`src/hdl/hbd_pkg.sv`:
```
// Package for the half-bridge fault and diagnostic control block.
// Assumes a single 50 MHz core clock domain.
package hbd_pkg;
	localparam int CLK_MHZ = 50;
	// Filter and clear times in microseconds; counts derived below.
	localparam int OCP_FILT_US_0 = 6;
	localparam int OCP_FILT_US_1 = 12;
	localparam int OTW_FILT_US = 100;
	localparam int TSD_FILT_US = 100;
	localparam int RETRY_US = 4000;
	localparam int CLEAR_US = 200;
	localparam int TSD_CLEAR_US = 200;
	localparam int OCP_FILT0_CYC = OCP_FILT_US_0 * CLK_MHZ;
	localparam int OCP_FILT1_CYC = OCP_FILT_US_1 * CLK_MHZ;
	localparam int OTW_FILT_CYC = OTW_FILT_US * CLK_MHZ;
	localparam int TSD_FILT_CYC = TSD_FILT_US * CLK_MHZ;
	localparam int RETRY_CYC = RETRY_US * CLK_MHZ;
	localparam int CLEAR_CYC = CLEAR_US * CLK_MHZ;
	localparam int TSD_CLEAR_CYC = TSD_CLEAR_US * CLK_MHZ;
	localparam int CNT_W = 18;

	// Diagnostic select encodings
	localparam logic [1:0] DSEL_NONE = 2'h0;
	localparam logic [1:0] DSEL_OFF = 2'h1;
	localparam logic [1:0] DSEL_ON = 2'h2;
	localparam logic [1:0] DSEL_BOTH = 2'h3;
	localparam logic [1:0] DSEL_RST = 2'h0;

	typedef enum {ST_SLEEP, ST_STANDBY, ST_ACTIVE} hbd_state_e;

	typedef struct packed {
		logic fault;
		logic overcurrent_protection;
		logic ocp_hs;
		logic thermal_shutdown;
		logic temperature_warning_bit;
		logic off_state_comparator_result;
	} hbd_report_s;

	// Off-state setup applied to the output node
	typedef struct packed {
		logic pull_up;
		logic pull_down;
		logic ref_high;
	} hbd_olp_setup_s;
endpackage
```
`src/hdl/hbd_fault_diagnostic_config_pin.sv`:
```
// Protection and diagnostic control of a half-bridge driver.
// Assumes analog comparators arrive asynchronously and are synchronised
// here; host inputs come from same-clock command logic.
//
// Operation
// - Pin variant latches diagnostic pin at init; later pin changes ignored.
// - Two-bit select: none, off-state only, on-state only, both.
// - SPI select write takes effect immediately whenever communication runs.
// - Fault output pulled low on fault, released on entering sleep.
// - SPI fault output inverts summary bit, except locked off-state shows comparator.
// - Asserted fault output logs records; only clear command or sleep clears them.
// - One 16-bit frame: first report in active, second in standby.
// - Active overcurrent beyond filter flags fault, asserts output, output Hi-Z.
// - High-side overcurrent keeps current-sense pulled to limit after disable.
// - Overcurrent reaction latched or retry using retry and clear times.
// - Software selects overcurrent threshold and filter time.
// - Standby/active warning over threshold beyond filter sets warning bit.
// - Warning-report enable makes warning assert fault output and summary bit.
// - Warning bit clears automatically below hysteresis point.
// - Thermal event beyond filter flags shutdown, output and sense Hi-Z.
// - Thermal shutdown reaction latched or retry via hysteresis and clear time.
// - Off-state setup chosen by pins, or unlocked input-register bits.
// - Pin variant drives off-state comparator on fault output when enabled.
// - SPI comparator in second report; also on output when locked and enabled.
// - Low-side load: 01b pull-up high ref; 11b pull-down low ref.
// - High-side load: same setups, normal readings high.
`timescale 1ns/1ps
module hbd_fault_diagnostic_config_pin #(
	parameter bit SPI_VARIANT = 1'b1,
	parameter int RETRY_CYCLES = hbd_pkg::RETRY_CYC,
	parameter int CLEAR_CYCLES = hbd_pkg::CLEAR_CYC,
	parameter int TSD_CLEAR_CYCLES = hbd_pkg::TSD_CLEAR_CYC,
	parameter int OTW_FILT_CYCLES = hbd_pkg::OTW_FILT_CYC,
	parameter int TSD_FILT_CYCLES = hbd_pkg::TSD_FILT_CYC
) (
	input wire logic core_clk,
	input wire logic rst_n,
	// Device state
	input wire logic init_pulse,
	input wire logic in_sleep,
	input wire logic in_standby,
	input wire logic in_active,
	// Pins (already synchronised by caller domain)
	input wire logic sleep_control_pin_n,
	input wire logic drive_disable_pin,
	input wire logic drive_input_pin,
	input wire logic [1:0] diagnostic_config_pin,
	// Register-side configuration
	input wire logic [1:0] diagnostic_select_field,
	input wire logic [1:0] ocp_level_select,
	input wire logic ocp_filter_select,
	input wire logic ocp_retry_mode,
	input wire logic tsd_retry_mode,
	input wire logic [1:0] warning_threshold_select,
	input wire logic warning_report_enable,
	input wire logic input_reg_unlocked,
	input wire logic reg_pull_up,
	input wire logic reg_pull_down,
	input wire logic reg_ref_high,
	input wire logic clear_faults_command,
	// Asynchronous analog comparators
	input wire logic [3:0] ocp_over_level,
	input wire logic ocp_on_high_side,
	input wire logic [3:0] temp_over_warning,
	input wire logic temp_warning_below_hys,
	input wire logic temp_over_tsd,
	input wire logic temp_below_tsd_hys,
	input wire logic olp_comparator,
	// Outputs
	output logic fault_flag_out_oe,
	output logic fault_flag_out_n,
	output logic output_hiz,
	output logic current_sense_hiz,
	output logic current_sense_pull_limit,
	output logic off_diagnostic_config_pin_on,
	output logic on_diagnostic_config_pin_on,
	output logic regulation_on,
	output hbd_pkg::hbd_olp_setup_s olp_setup,
	output hbd_pkg::hbd_report_s report,
	output logic [15:0] status_frame
);

	////////////////////////////////////////////////////////////////////////
	// Synchronisers for analog inputs
	localparam int SW = 12;
	logic [SW-1:0] sync1_q;
	logic [SW-1:0] sync2_q;
	logic [SW-1:0] async_in;
	assign async_in = {ocp_over_level, ocp_on_high_side, temp_over_warning,
		temp_warning_below_hys, temp_over_tsd, temp_below_tsd_hys};
	logic olp_s1_q;
	logic olp_s2_q;

	always_ff @(posedge core_clk) begin
		if (!rst_n) begin
			sync1_q <= '0;
			sync2_q <= '0;
			olp_s1_q <= 1'b0;
			olp_s2_q <= 1'b0;
		end else begin
			sync1_q <= async_in;
			sync2_q <= sync1_q;
			olp_s1_q <= olp_comparator;
			olp_s2_q <= olp_s1_q;
		end
	end

	logic [3:0] ocp_lvl_s;
	logic ocp_hs_s;
	logic [3:0] otw_lvl_s;
	logic otw_hys_s;
	logic tsd_s;
	logic tsd_hys_s;
	assign ocp_lvl_s = sync2_q[11:8];
	assign ocp_hs_s = sync2_q[7];
	assign otw_lvl_s = sync2_q[6:3];
	assign otw_hys_s = sync2_q[2];
	assign tsd_s = sync2_q[1];
	assign tsd_hys_s = sync2_q[0];

	////////////////////////////////////////////////////////////////////////
	// Diagnostic mode selection
	logic [1:0] pin_sel_q;

	always_ff @(posedge core_clk) begin
		if (!rst_n)
			pin_sel_q <= hbd_pkg::DSEL_RST;
		else if (init_pulse)
			pin_sel_q <= diagnostic_config_pin;
	end

	logic [1:0] dsel;
	// Register select used combinationally so writes act at once
	assign dsel = SPI_VARIANT ? diagnostic_select_field : pin_sel_q;
	assign off_diagnostic_config_pin_on = dsel[0];
	assign on_diagnostic_config_pin_on = dsel[1];
	assign regulation_on = !dsel[1];

	// Off-state setup: 01b pull-up/high ref, 11b pull-down/low ref
	logic use_reg;
	assign use_reg = SPI_VARIANT && input_reg_unlocked;
	always_comb begin
		olp_setup = '0;
		if (in_standby && off_diagnostic_config_pin_on) begin
			if (use_reg) begin
				olp_setup.pull_up = reg_pull_up;
				olp_setup.pull_down = reg_pull_down;
				olp_setup.ref_high = reg_ref_high;
			end else if (sleep_control_pin_n && drive_disable_pin
				&& drive_input_pin) begin
				olp_setup.pull_up = !dsel[1];
				olp_setup.pull_down = dsel[1];
				olp_setup.ref_high = !dsel[1];
			end
		end
	end

	////////////////////////////////////////////////////////////////////////
	// Overcurrent filter and reaction
	logic [hbd_pkg::CNT_W-1:0] ocp_cnt_q;
	logic [hbd_pkg::CNT_W-1:0] ocp_lim;
	logic ocp_over;
	assign ocp_over = ocp_lvl_s[ocp_level_select];
	assign ocp_lim = ocp_filter_select ?
		hbd_pkg::CNT_W'(hbd_pkg::OCP_FILT1_CYC) :
		hbd_pkg::CNT_W'(hbd_pkg::OCP_FILT0_CYC);
	logic ocp_q;
	logic ocp_hs_q;
	logic [31:0] ocp_rt_q;

	always_ff @(posedge core_clk) begin
		if (!rst_n)
			ocp_cnt_q <= '0;
		else if (!(in_active && ocp_over) || ocp_q)
			ocp_cnt_q <= '0;
		else if (ocp_cnt_q != ocp_lim)
			ocp_cnt_q <= ocp_cnt_q + 1'b1;
	end

	logic ocp_det;
	assign ocp_det = in_active && ocp_over && ocp_cnt_q == ocp_lim;

	always_ff @(posedge core_clk) begin
		if (!rst_n) begin
			ocp_q <= 1'b0;
			ocp_hs_q <= 1'b0;
			ocp_rt_q <= '0;
		end else if (in_sleep) begin
			ocp_q <= 1'b0;
			ocp_hs_q <= 1'b0;
			ocp_rt_q <= '0;
		end else if (ocp_det) begin
			ocp_q <= 1'b1;
			ocp_hs_q <= ocp_hs_s;
			ocp_rt_q <= '0;
		end else if (ocp_q && ocp_retry_mode) begin
			// Retry: wait retry time, then clear time
			if (ocp_rt_q == 32'(RETRY_CYCLES + CLEAR_CYCLES)) begin
				ocp_q <= 1'b0;
				ocp_hs_q <= 1'b0;
				ocp_rt_q <= '0;
			end else
				ocp_rt_q <= ocp_rt_q + 1'b1;
		end else if (ocp_q && clear_faults_command) begin
			ocp_q <= 1'b0;
			ocp_hs_q <= 1'b0;
		end
	end

	////////////////////////////////////////////////////////////////////////
	// Temperature warning
	logic [31:0] otw_cnt_q;
	logic otw_q;
	logic otw_over;
	logic live;
	assign live = in_standby || in_active;
	assign otw_over = otw_lvl_s[warning_threshold_select];

	always_ff @(posedge core_clk) begin
		if (!rst_n)
			otw_cnt_q <= '0;
		else if (!(live && otw_over))
			otw_cnt_q <= '0;
		else if (otw_cnt_q != 32'(OTW_FILT_CYCLES))
			otw_cnt_q <= otw_cnt_q + 1'b1;
	end

	always_ff @(posedge core_clk) begin
		if (!rst_n)
			otw_q <= 1'b0;
		else if (live && otw_over && otw_cnt_q == 32'(OTW_FILT_CYCLES))
			otw_q <= 1'b1;
		else if (otw_hys_s || in_sleep)
			otw_q <= 1'b0;
	end

	////////////////////////////////////////////////////////////////////////
	// Thermal shutdown
	logic [31:0] tsd_cnt_q;
	logic [31:0] tsd_rt_q;
	logic tsd_q;

	always_ff @(posedge core_clk) begin
		if (!rst_n)
			tsd_cnt_q <= '0;
		else if (!(live && tsd_s) || tsd_q)
			tsd_cnt_q <= '0;
		else if (tsd_cnt_q != 32'(TSD_FILT_CYCLES))
			tsd_cnt_q <= tsd_cnt_q + 1'b1;
	end

	always_ff @(posedge core_clk) begin
		if (!rst_n) begin
			tsd_q <= 1'b0;
			tsd_rt_q <= '0;
		end else if (in_sleep) begin
			tsd_q <= 1'b0;
			tsd_rt_q <= '0;
		end else if (live && tsd_s && tsd_cnt_q == 32'(TSD_FILT_CYCLES)) begin
			tsd_q <= 1'b1;
			tsd_rt_q <= '0;
		end else if (tsd_q && tsd_retry_mode) begin
			// Clear time counts only while below hysteresis
			if (!tsd_hys_s)
				tsd_rt_q <= '0;
			else if (tsd_rt_q == 32'(TSD_CLEAR_CYCLES)) begin
				tsd_q <= 1'b0;
				tsd_rt_q <= '0;
			end else
				tsd_rt_q <= tsd_rt_q + 1'b1;
		end else if (tsd_q && clear_faults_command)
			tsd_q <= 1'b0;
	end

	////////////////////////////////////////////////////////////////////////
	// Fault output and records
	logic active_fault;
	assign active_fault = ocp_q || tsd_q || (otw_q && warning_report_enable);

	logic show_cmp;
	assign show_cmp = live && off_diagnostic_config_pin_on && in_standby &&
		(!SPI_VARIANT || !input_reg_unlocked);

	logic fault_q;
	logic rec_ocp_q;
	logic rec_ocp_hs_q;
	logic rec_tsd_q;

	// Latched sources fall with the clear itself, so gate them here;
	// a reported warning is a fresh set and wins over the clear
	always_ff @(posedge core_clk) begin
		if (!rst_n) begin
			fault_q <= 1'b0;
			rec_ocp_q <= 1'b0;
			rec_ocp_hs_q <= 1'b0;
			rec_tsd_q <= 1'b0;
		end else if (in_sleep) begin
			fault_q <= 1'b0;
			rec_ocp_q <= 1'b0;
			rec_ocp_hs_q <= 1'b0;
			rec_tsd_q <= 1'b0;
		end else begin
			fault_q <= (otw_q && warning_report_enable) ||
				((ocp_q || tsd_q || fault_q) &&
				!clear_faults_command);
			rec_ocp_q <= (ocp_q || rec_ocp_q) &&
				!clear_faults_command;
			rec_ocp_hs_q <= (ocp_hs_q || rec_ocp_hs_q) &&
				!clear_faults_command;
			rec_tsd_q <= (tsd_q || rec_tsd_q) &&
				!clear_faults_command;
		end
	end

	logic out_low;
	always_comb begin
		if (in_sleep)
			out_low = 1'b0;
		else if (show_cmp)
			out_low = !olp_s2_q;
		else if (SPI_VARIANT)
			out_low = fault_q;
		else
			out_low = active_fault;
	end

	logic out_low_q;
	always_ff @(posedge core_clk) begin
		if (!rst_n)
			out_low_q <= 1'b0;
		else
			out_low_q <= out_low;
	end

	// Open drain: enable only while pulling low
	assign fault_flag_out_oe = out_low_q;
	assign fault_flag_out_n = 1'b0;

	assign output_hiz = ocp_q || tsd_q || in_sleep;
	assign current_sense_hiz = tsd_q || in_sleep;
	assign current_sense_pull_limit = ocp_hs_q && !tsd_q && !in_sleep;

	////////////////////////////////////////////////////////////////////////
	// Status reporting
	always_ff @(posedge core_clk) begin
		if (!rst_n) begin
			report <= '0;
			status_frame <= 16'h0000;
		end else begin
			report.fault <= fault_q;
			report.overcurrent_protection <= rec_ocp_q;
			report.ocp_hs <= rec_ocp_hs_q;
			report.thermal_shutdown <= rec_tsd_q;
			report.temperature_warning_bit <= otw_q;
			report.off_state_comparator_result <= olp_s2_q;
			// First report in active, second in standby
			if (in_active)
				status_frame <= {8'h00, 3'h0, fault_q, rec_tsd_q, otw_q,
					rec_ocp_hs_q, rec_ocp_q};
			else
				status_frame <= {8'h00, 3'h0, fault_q, rec_tsd_q, otw_q,
					olp_s2_q, off_diagnostic_config_pin_on};
		end
	end

endmodule // hbd_fault_diagnostic_config_pin

```
`config.mk`:
```
export PLATFORM = sky130hd
export DESIGN_NAME = hbd_fault_diagnostic_config_pin
export DESIGN_NICKNAME = d
export VERILOG_FILES = /design/src/hdl/hbd_pkg.sv /design/src/hdl/hbd_fault_diagnostic_config_pin.sv
export SDC_FILE = /design/constraint.sdc
export NUM_CORES = 1
export LEC_CHECK = 0
export ABC_CLOCK_PERIOD_IN_PS = 3800
export BUFFER_PORTS_ARGS = -buffer_cell sky130_fd_sc_hd__buf_2
export CAP_MARGIN = 20
export CORE_MARGIN = 4
export CORE_UTILIZATION = 25
export CTS_CLUSTER_DIAMETER = 120
export DETAILED_ROUTE_END_ITERATION = 8
export PLACE_DENSITY = 0.42
export SYNTH_ARGS = -nofsm -noshare
export SYNTH_HDL_FRONTEND = slang
export SYNTH_SLANG_ARGS = --single-unit
```
`constraint.sdc`:
```
create_clock -name core_clk -period 3.8 [get_ports core_clk]
set_clock_uncertainty 0.2 [all_clocks]
set_input_delay 0 -clock core_clk [delete_from_list [all_inputs] [get_ports core_clk]]
set_output_delay 0 -clock core_clk [all_outputs]
set_load 0.005 [all_outputs]
```
---- Word-level counts from Yosys, hierarchy flattened ----
Index checks and enable logic that the tools add are counted.
word-level totals
  word-level logic and storage cells ...... 123
  output and inout bits ................... 33
  memory bits (writable) .................. 0
  latch bits .............................. 0
  bits in registers ....................... 192
  memory bits (read-only) ................. 0
  memories kept ........................... 0
operators by class
  equal/unequal tests ..................... 11
  multiplexer cells ....................... 25
  multipliers ............................. 0
  bitwise gates (word level) .............. 1
  reductions and logical operators ........ 54
  div/mod/pow operators ................... 0
  shift operators ......................... 0
  $lt $le $gt $ge ......................... 2
  $add $sub $neg .......................... 5
operators with widths
  operator               number
  $add 32x1->32 const B  4
  $mux 32                3
  $eq 32x13->1 const B   2
  $ne 32x13->1 const B   2
  $eq 32x14->1 const B   1
  $eq 32x18->1 const B   1
  $logic_and 1x1->1      23
  $add 18x1->18 const B  1
  $eq 18x10->1           1
  $ne 18x10->1           1
  $mux 1                 15
  $logic_or 1x1->1       12
  $mux 10                1
  $mux 3                 3
  $logic_not 1->1        8
  $lt 2x3->1 const B     2
  $ne 3x2->1 const B     2
  $reduce_bool 3->1      2
  $reduce_or 2->1        3
  $reduce_or 3->1        2
  $bmux 1 s2             2
  $reduce_and 2->1       2
  $ne 3x3->1 const B     1
  $reduce_and 3->1       1
  other kinds (3)        3

---- Logic depth before layout (Yosys ltp) ----
  word-level depth ........................ 6
  gate-level depth with buffers ........... 9
  depth with buffers taken out ............ 7

---- Worst setup path after synthesis ----
OpenSTA, ideal clock, no wires.
  path kind ............................... register to register
  start point ............................. reg ocp_rt_q[7]
  end point ............................... reg ocp_rt_q[27]
  period minus slack after synthesis ...... 2.065 ns
  data arrival time ....................... 1.742 ns
  path buffers ............................ 1
  required time ........................... 3.478 ns
  library setup time ...................... 0.122 ns
  path slack .............................. 1.735 ns
  cell stages (with the launch flop) ...... 7
  cell sequence ........................... dfxtp_1 or4b_1 or3_1 nor4_1 a211o_2 buf_6 a21oi_1
between the ends
  word-level cells in the longest chain between the ends .. 2
  elaborated cells between the ends (all ways) .. 3
RTL lines
  element                                               RTL line                                                                        RTL
  start, declared                                       hbd_fault_diagnostic_config_pin.sv:169                                          logic [31:0] ocp_rt_q;
  start signal, assigned                                hbd_fault_diagnostic_config_pin.sv:203                                          ocp_rt_q <= ocp_rt_q + 1'b1;
  $add 32x1->32 / $eq 32x18->1 (equally long branches)  hbd_fault_diagnostic_config_pin.sv:203, hbd_fault_diagnostic_config_pin.sv:198
  $mux 32 *                                             hbd_fault_diagnostic_config_pin.sv:198                                          if (ocp_rt_q == 32'(RETRY_CYCLES + CLEAR_CYCLES)) begin
Every way passes the cells marked *; elsewhere a longest branch is shown, timed or not.
A chain may end at the register's enable or synchronous reset.

---- Worst setup path in the final report ----
  start point ............................. reg ocp_rt_q[7]
  end point ............................... reg ocp_rt_q[17]
The elaborated chain is that of the path after synthesis.

==> run metrics <==
result of the run=completed; Data required, critical path=3.90 ns; synthesized instance count=1,001; power per unit of standard cell area=393 nW/µm²; IR drop worst, VDD=0.000330 V; relative max-transition margin=42.4%; number of cells in the finished layout apart from fillers=1,551; final critical-path required period=2.56 ns; setup TNS after final layout=0 ns; number of max-cap violations=0; maximum count of clock buffers along a single path=2; total DRC errors in the routed layout=0; post-synthesis sequential area ratio=43.5%; chain of cells forming the critical path=or4b_1 > or3_1 > nor4_1 > a211o_2 > nor2_1; setup repair bufs after CTS=0; number of pins with negative max-slew slack in the final report=0; HPWL after DPL=14,100 µm; Total Die Area=37,800 µm²; final-report setup violation count=0; category of the critical setup timing path=reg -> reg; actual transition at the worst max-transition pin=0.857 ns; maximum fanout along the worst path=31; data arrival time of the worst path=2.66 ns; total track usage=10.9%; setup repair after global routing missed its margin=no; Final Hold Fails=0; number of gates resized after cts=0; global-route wire length before repair=34,500 µm; largest stage delay on the critical path=0.55 ns; Via-to-Cell Ratio=4.53; pin count of the biggest net entering global routing=40; antenna-violating nets left=0; DRC marker count from the first detailed-route iteration=308; routed wirelength normalized by instance count=13.2 µm; maximum achievable frequency=391 MHz; remaining global-route overflow=0; area leader, netlist=sky130_fd_sc_hd__dfxtp_1; source-to-sink clock delay at the later pin of the worst-skew pair=0.44 ns; critical path's slowest cell=sky130_fd_sc_hd__a211o_2; vias in the first global route=6,795; list of most frequent post-synthesis cells=189 x sky130_fd_sc_hd__dfxtp_1, 138 x sky130_fd_sc_hd__nor2_1, 58 x sky130_fd_sc_hd__nand3_1; most used flip-flop cell after synthesis=sky130_fd_sc_hd__dfxtp_1; summed instance area of the synthesized netlist=8700 µm²; hold buffers post-CTS=39; cells taking the most area after synthesis=sky130_fd_sc_hd__dfxtp_1 44%, sky130_fd_sc_hd__nor2_1 6.0%, sky130_fd_sc_hd__xnor2_1 5.6%, sky130_fd_sc_hd__xor2_1 5.2%, sky130_fd_sc_hd__nand3_1 3.3%; element type at the critical path start=register; total of flip-flops plus latches after synthesis=189; number of primary I/O pins=72; number of synthesis warnings=0; Final #Nets=1,131; WL final=20,500 µm; area share of the largest cell type after synthesis=43.5%; final period utilization=67.3%; Final Core Density=30.1%; starting density of the core=25.2%; static leakage power=3.46 nW; First-pass DRT Iterations=4; synth unique cells=63; chip height=195 µm; total placed cells including tap cells=1,479; register-to-register path setup slack=1.24 ns; detailed-route via count=7,020; number of buffers created by CTS=17; die width=195 µm; initial antenna violation count=0; number of flops mapped to enable cells by yosys=0; layout cell share with drive strength beyond 1=10.6%; type of the worst min-delay path=in -> reg; IO Port Bufs=56; clock-pin slew reported for the worst setup and hold paths after clock tree synthesis=0.07 ns; fraction of synthesis flops using an asynchronous set or reset pin=0%; synthesized area per cell=8.69 µm²; Clock Sinks=189; most common cell in the synthesized netlist=sky130_fd_sc_hd__dfxtp_1; cell at the root of the clock tree=sky130_fd_sc_hd__clkbuf_16; category of the worst setup path capture point=register; Site Rows=68; TritonCTS clock tree=built; hold slack=0.0438 ns; core outline area=34,500 µm²; final weighted congestion of routability-driven global placement=0.785; htree depth=4; synthesis-to-layout area growth=19.4%
==> per-stage QoR <==
step / setup WS (ns) / area, µm² / total power, mW
detailed placement: 1.21 / 9360 / 2.14
CTS: 1.19 / 10400 / 4.16
global placement: 1.23 / 9360 / 2.14
floorplan: 1.74 / 8740 / 2.11
finish: 1.24 / 10400 / 4.08
global route: 1.03 / 10400 / 4.25
==> logic make-up after synthesis <==
group | after synthesis | synth area share [%]
buf+inv | 87 | 4.83
compound gates | 91 | 6.37
other cells | 1 | 0.0431
flops | 189 | 43.5
mux | 8 | 1.21
fa+ha+maj | 10 | 1.44
xor+xnor | 108 | 10.9
simple gates | 507 | 31.7
==> registers in the layout (all words and copies together), names as in the netlist, 12 cells and up <==
signal and count:
ocp_rt_q 32, tsd_cnt_q 32, sync2_q 12, ocp_cnt_q 18
otw_cnt_q 32, sync1_q 12, tsd_rt_q 32
==> layout by cell type, fill, tap and decap left out, types with 12 or more instances in the layout <==
cell type / n
sky130_fd_sc_hd__a21oi_1: 38
sky130_fd_sc_hd__and2_1: 39
sky130_fd_sc_hd__and3_1: 17
sky130_fd_sc_hd__and4_1: 20
sky130_fd_sc_hd__buf_2: 56
sky130_fd_sc_hd__clkbuf_16: 17
sky130_fd_sc_hd__conb_1: 12
sky130_fd_sc_hd__dfxtp_1: 189
sky130_fd_sc_hd__dlygate4sd3_1: 39
sky130_fd_sc_hd__inv_1: 36
sky130_fd_sc_hd__nand2_1: 54
sky130_fd_sc_hd__nand3_1: 58
sky130_fd_sc_hd__nand4_1: 42
sky130_fd_sc_hd__nor2_1: 138
sky130_fd_sc_hd__nor3_1: 35
sky130_fd_sc_hd__nor4_1: 26
sky130_fd_sc_hd__nor4b_1: 13
sky130_fd_sc_hd__o21ai_0: 26
sky130_fd_sc_hd__or3_1: 26
sky130_fd_sc_hd__xnor2_1: 56
sky130_fd_sc_hd__xor2_1: 52
==> report_power, final <==
part / switching, mW / leakage, nW / internal, mW
clock network: 0.843 / 0.306 / 1.11
registers: 0.00546 / 1.53 / 1.99
logic: 0.0623 / 1.63 / 0.0606
total: 0.911 / 3.46 / 3.17
==> final timing paths <==
path | startpoint | endpoint | cells after the start
worst min register to register | sync1_q[6] | sync2_q[6] | 1
worst max-delay path | ocp_rt_q[7] | ocp_rt_q[17] | 5
worst min-delay path | ocp_filter_select | ocp_cnt_q[0] | 7
worst max register to register | ocp_rt_q[7] | ocp_rt_q[17] | 5
==> layout make-up <==
cell class / count / area [µm²]
Antenna cell: 1 / 2.50
Clock buffer: 17 / 425
Clock inverter: 15 / 209
Fill cell: 3736 / 24100
Inverter: 36 / 135
Multi-Input combinational cell: 736 / 4530
Sequential cell: 189 / 3780
Tap cell: 455 / 569
Timing Repair Buffer: 102 / 723
==> per-layer routing <==
layer  GRT usage [%]  up-vias  part of all wire (%)  wire length (µm)
li1                -     3629                     -                 -
met1            14.9     3279                    50             10200
met2            17.6       93                    45              9260
met3            2.32       19                   3.7               760
met4            2.92        0                   1.3               265
met5               0        -                     0                 0
==> critical path, delay by kind of cell, from the launching register on <==
kind | cells | cell delay (ns)
flip-flops | 1 | 0.34
AND/OR/NAND/NOR | 4 | 1.32
AO/OA/AOI/OAI | 1 | 0.55
Power figures use the tool's default switching activity.
